<file path="config.mk">
export PLATFORM = sky130hd
export DESIGN_NAME = moid_datapath
export DESIGN_NICKNAME = d
export VERILOG_FILES = /design/src/hw/moid_pkg.sv /design/src/hw/moid_datapath.sv
export VERILOG_INCLUDE_DIRS = /design/src /design/src/hw
export SDC_FILE = /design/constraint.sdc
export NUM_CORES = 1
export LEC_CHECK = 0
export BUFFER_PORTS_ARGS = -buffer_cell sky130_fd_sc_hd__buf_2
export CELL_PAD_IN_SITES_DETAIL_PLACEMENT = 0
export CELL_PAD_IN_SITES_GLOBAL_PLACEMENT = 1
export CORE_MARGIN = 2
export CORE_UTILIZATION = 38
export DETAILED_ROUTE_END_ITERATION = 6
export PLACE_DENSITY = 0.76
export SYNTH_ARGS = -nofsm -noshare
export SYNTH_HDL_FRONTEND = slang
export SYNTH_SLANG_ARGS = --single-unit
</file>
<file path="constraint.sdc">
create_clock -name clk_i -period 3.14 [get_ports clk_i]
set_clock_uncertainty 0.05 [all_clocks]
set_input_delay 0.314 -clock clk_i [delete_from_list [all_inputs] [get_ports clk_i]]
set_output_delay 0.314 -clock clk_i [all_outputs]
set_load 0.01 [all_outputs]
</file>
<file path="src/hw/moid_defines.svh">
// Purpose: Shared constants of the move, OR and inc/dec-skip datapath.
// Assumes: Included by bare name from the package and the datapath.
// Notes:   Definitions only.
`ifndef MOID_DEFINES_SVH
`define MOID_DEFINES_SVH

// ----------------------------------------------------------------------
// Reset values, destination encoding and widths
// ----------------------------------------------------------------------
`define MOID_ACC_RST 8'h00
`define MOID_ZERO_RST 1'b0
`define MOID_TARGET_ACC 1'b0
`define MOID_TARGET_REG 1'b1
`define MOID_DATA_W 8
`define MOID_ADDR_W 7

`endif

</file>
<file path="src/hw/moid_pkg.sv">
// Purpose: Types of the move, OR and inc/dec-skip datapath.
// Assumes: Compiled before the datapath.
// Notes:   Operation codes come from the fetch sequencer already decoded.
`include "moid_defines.svh"

package moid_pkg;

    // ------------------------------------------------------------------
    // Decoded operations
    // ------------------------------------------------------------------
    typedef enum logic [2:0] {
        OP_NONE,
        OP_DEC_SKIP,
        OP_INC_SKIP,
        OP_OR_LIT,
        OP_LOAD_LIT,
        OP_OR_REG,
        OP_STORE_ACC,
        OP_COPY_REG
    } moid_op_e;

endpackage

</file>
<file path="src/hw/moid_datapath.sv">
// Purpose: Executes seven accumulator/file-register operations, one per instruction cycle.
// Assumes: The register operand arrives in the same cycle as its decoded operation.
// Notes:   A zero result of a skip operation turns the next issued operation into an idle slot.
//
// Functional notes
// - Decrement skip: register minus one to accumulator or register, flags untouched.
// - Decrement skip with zero result turns the next instruction into an idle slot.
// - Increment skip: register plus one to accumulator or register, flags untouched.
// - Increment skip with zero result turns the next instruction into an idle slot.
// - OR literal: accumulator OR literal into accumulator, zero flag updated.
// - Load literal: literal into accumulator, flags untouched.
// - OR register: accumulator OR register to chosen destination, zero flag updated.
// - Store accumulator: accumulator copied into addressed register, flags untouched.
// - Copy register: register to chosen destination, zero flag updated.
// - Copy register to itself rewrites the value and still updates zero flag.
`include "moid_defines.svh"
`timescale 1ns/100ps
`default_nettype none

module moid_datapath #(
    parameter int DATA_W = `MOID_DATA_W,
    parameter int ADDR_W = `MOID_ADDR_W
) (
    // Clock and reset.
    input wire logic clk_i,
    input wire logic rst_n_i,
    // Decoded instruction from the fetch sequencer.
    input wire logic issue_i,
    input wire moid_pkg::moid_op_e op_i,
    input wire logic [ADDR_W-1:0] file_addr_i,
    input wire logic target_bit_i,
    input wire logic [DATA_W-1:0] literal_i,
    // Register operand read from the data memory file.
    input wire logic [DATA_W-1:0] reg_rd_data_i,
    // Write port towards the data memory file.
    output logic reg_wr_en_o,
    output logic [ADDR_W-1:0] reg_wr_addr_o,
    output logic [DATA_W-1:0] reg_wr_data_o,
    // Core state.
    output logic [DATA_W-1:0] acc_o,
    output logic result_null_flag_o,
    output logic skip_pending_o,
    output logic idle_slot_o
);
    import moid_pkg::*;

    // ------------------------------------------------------------------
    // Elaboration checks
    // ------------------------------------------------------------------
    // The data width is fixed and the address width bounded by the instruction encoding.
    if (DATA_W != 8) begin : g_bad_data_w
        $error("DATA_W must be 8");
    end
    if (ADDR_W < 1 || ADDR_W > 7) begin : g_bad_addr_w
        $error("ADDR_W must be 1 to 7");
    end

    // ------------------------------------------------------------------
    // Helpers
    // ------------------------------------------------------------------
    // Zero detect, shared by the flag update and the skip decision.
    function automatic logic is_zero(input logic [DATA_W-1:0] v);
        is_zero = (v == '0);
    endfunction

    // ------------------------------------------------------------------
    // State
    // ------------------------------------------------------------------
    logic [DATA_W-1:0] acc_reg, acc_next;
    logic zero_reg, zero_next;
    logic skip_reg, skip_next;
    logic idle_reg, idle_next;
    logic wr_en_reg, wr_en_next;
    logic [ADDR_W-1:0] wr_addr_reg, wr_addr_next;
    logic [DATA_W-1:0] wr_data_reg, wr_data_next;
    logic [DATA_W-1:0] result;
    logic to_reg;
    logic set_zero;
    logic arm_skip;
    logic execute;

    // Next-state computation for one issued operation.
    always_comb begin
        acc_next = acc_reg;
        zero_next = zero_reg;
        skip_next = skip_reg;
        idle_next = 1'b0;
        wr_en_next = 1'b0;
        wr_addr_next = wr_addr_reg;
        wr_data_next = wr_data_reg;
        result = reg_rd_data_i;
        to_reg = 1'b0;
        set_zero = 1'b0;
        arm_skip = 1'b0;
        // A pending skip swallows the next issued operation, whatever it is.
        execute = issue_i && !skip_reg;
        if (issue_i && skip_reg) begin
            skip_next = 1'b0;
            idle_next = 1'b1;
        end
        if (execute) begin
            case (op_i)
                OP_DEC_SKIP: begin
                    result = reg_rd_data_i - 8'h01;
                    to_reg = (target_bit_i == `MOID_TARGET_REG);
                    arm_skip = 1'b1;
                end
                OP_INC_SKIP: begin
                    result = reg_rd_data_i + 8'h01;
                    to_reg = (target_bit_i == `MOID_TARGET_REG);
                    arm_skip = 1'b1;
                end
                OP_OR_LIT: begin
                    result = acc_reg | literal_i;
                    set_zero = 1'b1;
                end
                OP_LOAD_LIT: begin
                    result = literal_i;
                end
                OP_OR_REG: begin
                    result = acc_reg | reg_rd_data_i;
                    to_reg = (target_bit_i == `MOID_TARGET_REG);
                    set_zero = 1'b1;
                end
                OP_STORE_ACC: begin
                    result = acc_reg;
                    to_reg = 1'b1;
                end
                OP_COPY_REG: begin
                    // Writing back the same value lets software test a register for zero.
                    result = reg_rd_data_i;
                    to_reg = (target_bit_i == `MOID_TARGET_REG);
                    set_zero = 1'b1;
                end
                default: begin
                    result = reg_rd_data_i;
                end
            endcase
            if (op_i != OP_NONE) begin
                if (to_reg) begin
                    wr_en_next = 1'b1;
                    wr_addr_next = file_addr_i;
                    wr_data_next = result;
                end else begin
                    acc_next = result;
                end
            end
            if (set_zero) begin
                zero_next = is_zero(result);
            end
            if (arm_skip) begin
                skip_next = is_zero(result);
            end
        end
    end

    // Registers only; reset gives a clean accumulator and no pending skip.
    always_ff @(posedge clk_i) begin
        if (!rst_n_i) begin
            acc_reg <= `MOID_ACC_RST;
            zero_reg <= `MOID_ZERO_RST;
            skip_reg <= 1'b0;
            idle_reg <= 1'b0;
            wr_en_reg <= 1'b0;
            wr_addr_reg <= '0;
            wr_data_reg <= '0;
        end else begin
            acc_reg <= acc_next;
            zero_reg <= zero_next;
            skip_reg <= skip_next;
            idle_reg <= idle_next;
            wr_en_reg <= wr_en_next;
            wr_addr_reg <= wr_addr_next;
            wr_data_reg <= wr_data_next;
        end
    end

    // Outputs straight from flip-flops.
    assign acc_o = acc_reg;
    assign result_null_flag_o = zero_reg;
    assign skip_pending_o = skip_reg;
    assign idle_slot_o = idle_reg;
    assign reg_wr_en_o = wr_en_reg;
    assign reg_wr_addr_o = wr_addr_reg;
    assign reg_wr_data_o = wr_data_reg;

    logic live;
    assign live = issue_i && !skip_reg;
endmodule

`default_nettype wire

</file>
==> results.md <==
Power and ir drop:
- The cell internal power dissipation is 0.5751 mW.
- The power density over the cells is 373.6 nW/um^2.
- The sequential power share is 0.447.
- The net switching fraction of the power is 0.3192.
- For this design the static power due to leakage is 1.097 nW.
- Summed over all nets, the switching power comes to 0.2696 mW.
- The fraction of power consumed by combinational cells is 0.319.
- Of the total power, the clock network draws 0.234.
- The maximum resistive drop on vdd is 0.0001755 V.

Finish:
- The share of cells above drive strength 1 is 0.2910.
- The antenna diode instance count is 0.
- The combined area of the multi-input logic cells is 1206 um^2.
- Counting the fill cells in the layout gives 490.
- From synthesis to final layout, the design area changed by 21.60%.
- The number of nets at the end of the flow is 307.
- The register cell area after layout is 540.5 um^2.
- For this run, the share of the core covered by cells in the final layout is 0.4787.

CTS:
- The clock passes through at most 2 buffers.
- Clock-pin slew was measured on the worst setup and hold paths at 0.09 ns.
- The clock network latency to the later pin of the worst-skew pair is 0.27 ns.
- The post-CTS setup buffer count is 0.
- TritonCTS built the clock tree.
- In this run, post-CTS repair resized a total of 0 instances.
- In this run the number of H-tree levels came out at 1.
- The clock sink count is 27.
- The number of clock buffers added by TritonCTS is 3.
- The clock root buffer master is sky130_fd_sc_hd__clkbuf_8.
- The number of hold-repair buffers added at the cts stage is 0.

Global route:
- The total routing resource utilization after global routing is 0.1839.
- The aggregate global routing overflow is 0.
- The global-route layer with the greatest usage is met2.
- For met2 alone, demand over resource in global routing was 0.2857.
- Entering global routing, the biggest net connects 29 pins.
- In the global route stage, met1 resource usage came out at 0.2496.
- The number of antenna violations at the first check in global routing is 0.
- The via count of the first global-routing pass is 1624.
- The met3 track demand over resource is 0.03930.
- The first-pass GRT wire length is 7.707 mm.

Detailed routing:
- The pre-antenna-repair detailed-routing pass consisted of 4 iterations.
- Summing over every cut layer, the via total after detailed routing is 1789.
- In the final routed layout, each cell accounts on average for 14.80 um.
- The routed design has 4.957 mm of wire.
- The number of DRC markers after the initial detailed-route iteration is 116.
- The via density per instance is 5.340.
- In this run the remaining antenna-violating nets after routing total 0.
- In the routed design, unresolved DRC markers number 0.

Logic synthesis:
- Of the post-synthesis cell area, the dominant cell type holds 0.2907.
- The synthesized area per cell is 8.770 um^2.
- Counting flops with an async set or reset pin after synthesis yields a share of 0.
- The synthesized net count is 250.
- The count of unique library cells instantiated by Yosys is 57.
- The most used flip-flop cell after synthesis is sky130_fd_sc_hd__dfxtp_1.
- Synthesis inferred 27 register bits.
- Synthesis produced 212 cells.
- In the post-synthesis netlist, the biggest area contributors are sky130_fd_sc_hd__dfxtp_1 29%, sky130_fd_sc_hd__mux2i_1 5.9%, sky130_fd_sc_hd__nor2b_1 5.4%.
- By count the netlist is led by 27 x sky130_fd_sc_hd__dfxtp_1, 22 x sky130_fd_sc_hd__nand2_1, 16 x sky130_fd_sc_hd__nor2b_1.
- In this run the cell area of the synthesized design comes to 1859 um^2.
- The number of enable-type register cells in the synthesized netlist is 0.
- The post-synthesis sequential area ratio is 0.2907.
- The library cell occupying the most area in the post-synthesis netlist is sky130_fd_sc_hd__dfxtp_1.
- sky130_fd_sc_hd__dfxtp_1 is the most common cell in the netlist.
- The warning count from the yosys run is 0.

Timing:
- The final number of hold-violating endpoints is 0.
- At the pin with the least slew margin, the transition time is 0.9447 ns.
- Setup repair after global routing left no endpoint under its margin.
- Static timing analysis puts the maximum clock frequency at 391.3 MHz.
- The headroom to the max-slew limit is 0.3636.
- The ratio of final minimum period to clock period is 0.8139.
- The max-slew violation count was 0.
- The setup TNS after final layout is 0 ns.
- Setup violations remaining at the end of the flow were counted as 0.
- The smallest clock period supported by the final layout is computed as 2.556 ns.

Worst setup path:
- STA classifies the critical path endpoint as a flop.
- The slowest stage of the critical path is the sky130_fd_sc_hd__a221oi_1 cell.
- The path depth of the worst reg2reg path is 7.
- Of all nets on the critical path, the largest fanout is 7.
- The worst setup path is of the in -> reg kind.
- The critical path buffer and inverter count is 3.
- The slack of the worst reg-to-reg path is 1.14 ns.
- The worst flop-to-flop path startpoint is acc_o[0].
- Traced cell by cell, the critical path runs through buf_2 -> inv_1 -> nand3_1 -> buf_4 -> ha_1 -> a21o_1 -> a21oi_1 -> nand2_1 -> xor2_1 -> a221oi_1 -> and4_1 -> a41o_1.
- The worst setup path is launched from a primary input.
- The delay of the slowest critical-path stage is 0.49 ns.
- The cell type group with the largest total delay on the critical path is compound AO/OA/AOI/OAI gates.
- At the worst endpoint, the arrival time is 2.73 ns.
- The capture point of the worst reg-to-reg path is skip_pending_o.
- The critical path required time is 3.32 ns.

Status:
- The flow ran to the end, and the final reports show no timing, DRC or antenna violations.

Die:
- The top-level I/O count is 57.
- The number of core rows is 25.
- The area inside the core boundary is 4723 um^2.
- In this run the vertical extent of the chip is 73.95 um.
- In this run the horizontal extent of the chip is 73.95 um.
- The floorplan step defined a die boundary enclosing 5469 um^2.
- The starting density of the core is 0.3936.

Placed design:
- Input and output buffers added on the ports amount to 56.
- The final weighted congestion in routability-driven placement is 0.9521.
- The final HPWL from detailed placement is 3.754 mm.

Hold path:
- The type of the tightest min-delay check is in -> reg.
- The count of cells along the worst hold path is 3.
- The worst hold path begins at file_addr_i[6].
- The worst min-delay path endpoint is reg_wr_addr_o[6].

Job:
- The tool flagged a number of max-cap violations equal to 0.
[flip-flops by register name, indices dropped and copies added (netlist names)]
name and count:
skip_pending_o 1, acc_o 8, reg_wr_addr_o 7, reg_wr_data_o 8, reg_wr_en_o 1, result_null_flag_o 1, idle_slot_o 1
[cells by family (layout without fill, tap and decap cells)]
family                   Yosys count  after routing  share of synthesized area
AO/OA/AOI/OAI                     63             63                     0.2867
buffers and inverters             23             79                    0.06057
flip-flops                        27             27                     0.2907
XOR/XNOR                           7              7                    0.03298
multiplexers                      11             11                    0.05922
adder cells (fa/ha/maj)            9              9                    0.06326
AND/OR/NAND/NOR                   72             72                     0.2066
[metrics by stage]
stage	power (mW)	hold WS, ns	setup slack (ns)	instance area (um^2)	std cells
after floorplan	0.5636	0.4099	0.2147	1859	212
after global placement	0.6554	0.4007	0.3540	2216	331
after detailed placement	0.6547	0.3993	0.3048	2216	331
after CTS	0.8572	0.2359	0.5970	2261	335
after global routing	0.8964	0.2430	0.4444	2261	335
final	0.8447	0.2427	0.5843	2261	335
[power groups by stage]
stage,Sequential (mW),Clock [mW],Combinational (mW)
2_1_floorplan,0.394,0,0.169
3_5_place_dp,0.386,0,0.269
4_1_cts,0.378,0.209,0.270
6_report,0.378,0.198,0.269
5_1_grt,0.381,0.221,0.295
3_3_place_gp,0.385,0,0.270
[worst max path at each step]
stage / startpoint / endpoint / slack [ns] / cells past startpoint
after floorplan: op_i[2] / skip_pending_o / 0.21 / 12
after global placement: op_i[0] / skip_pending_o / 0.35 / 12
after detailed placement: op_i[0] / skip_pending_o / 0.30 / 12
after CTS: op_i[0] / skip_pending_o / 0.60 / 12
after global routing: op_i[0] / skip_pending_o / 0.44 / 12
final: op_i[0] / skip_pending_o / 0.58 / 12
[layer usage]
| layer | share of wire | routed length [um] |
|---|---|---|
| met1 | 0.46 | 2305 |
| met2 | 0.46 | 2278 |
| met3 | 0.064 | 317 |
| met4 | 0.011 | 55 |
| met5 | 0 | 0 |
[final cells by class]
cell class                      instances  share of cell area
Multi-Input combinational cell        162              0.5335
Tap cell                               67             0.03708
Sequential cell                        27              0.2391
Clock buffer                            4             0.01992
Inverter                               10             0.01660
Timing Repair Buffer                   65              0.1538
[cells in the final DEF, fill, tap and decap left out, types with 3 or more instances in the layout]
cell                        n
sky130_fd_sc_hd__nor2_1    11
sky130_fd_sc_hd__nand2b_1   3
sky130_fd_sc_hd__a21oi_1   11
sky130_fd_sc_hd__buf_4      9
sky130_fd_sc_hd__xor2_1     3
sky130_fd_sc_hd__o211a_1   10
sky130_fd_sc_hd__clkbuf_8   3
sky130_fd_sc_hd__ha_1       7
sky130_fd_sc_hd__mux2i_1   11
sky130_fd_sc_hd__buf_2     56
sky130_fd_sc_hd__nor2b_1   16
sky130_fd_sc_hd__nand2_1   22
sky130_fd_sc_hd__o22ai_1    3
sky130_fd_sc_hd__xnor2_1    4
sky130_fd_sc_hd__dfxtp_1   27
sky130_fd_sc_hd__a221oi_1  11
sky130_fd_sc_hd__inv_1     10
sky130_fd_sc_hd__o21ai_0    3
[worst reg2reg max path, delay by kind of cell (launching register included)]
family | cells | cell delay, ns
flip-flops | 1 | 0.35
AND/OR/NAND/NOR | 4 | 0.89
AO/OA/AOI/OAI | 3 | 0.64
Power figures use the tool's default switching activity.
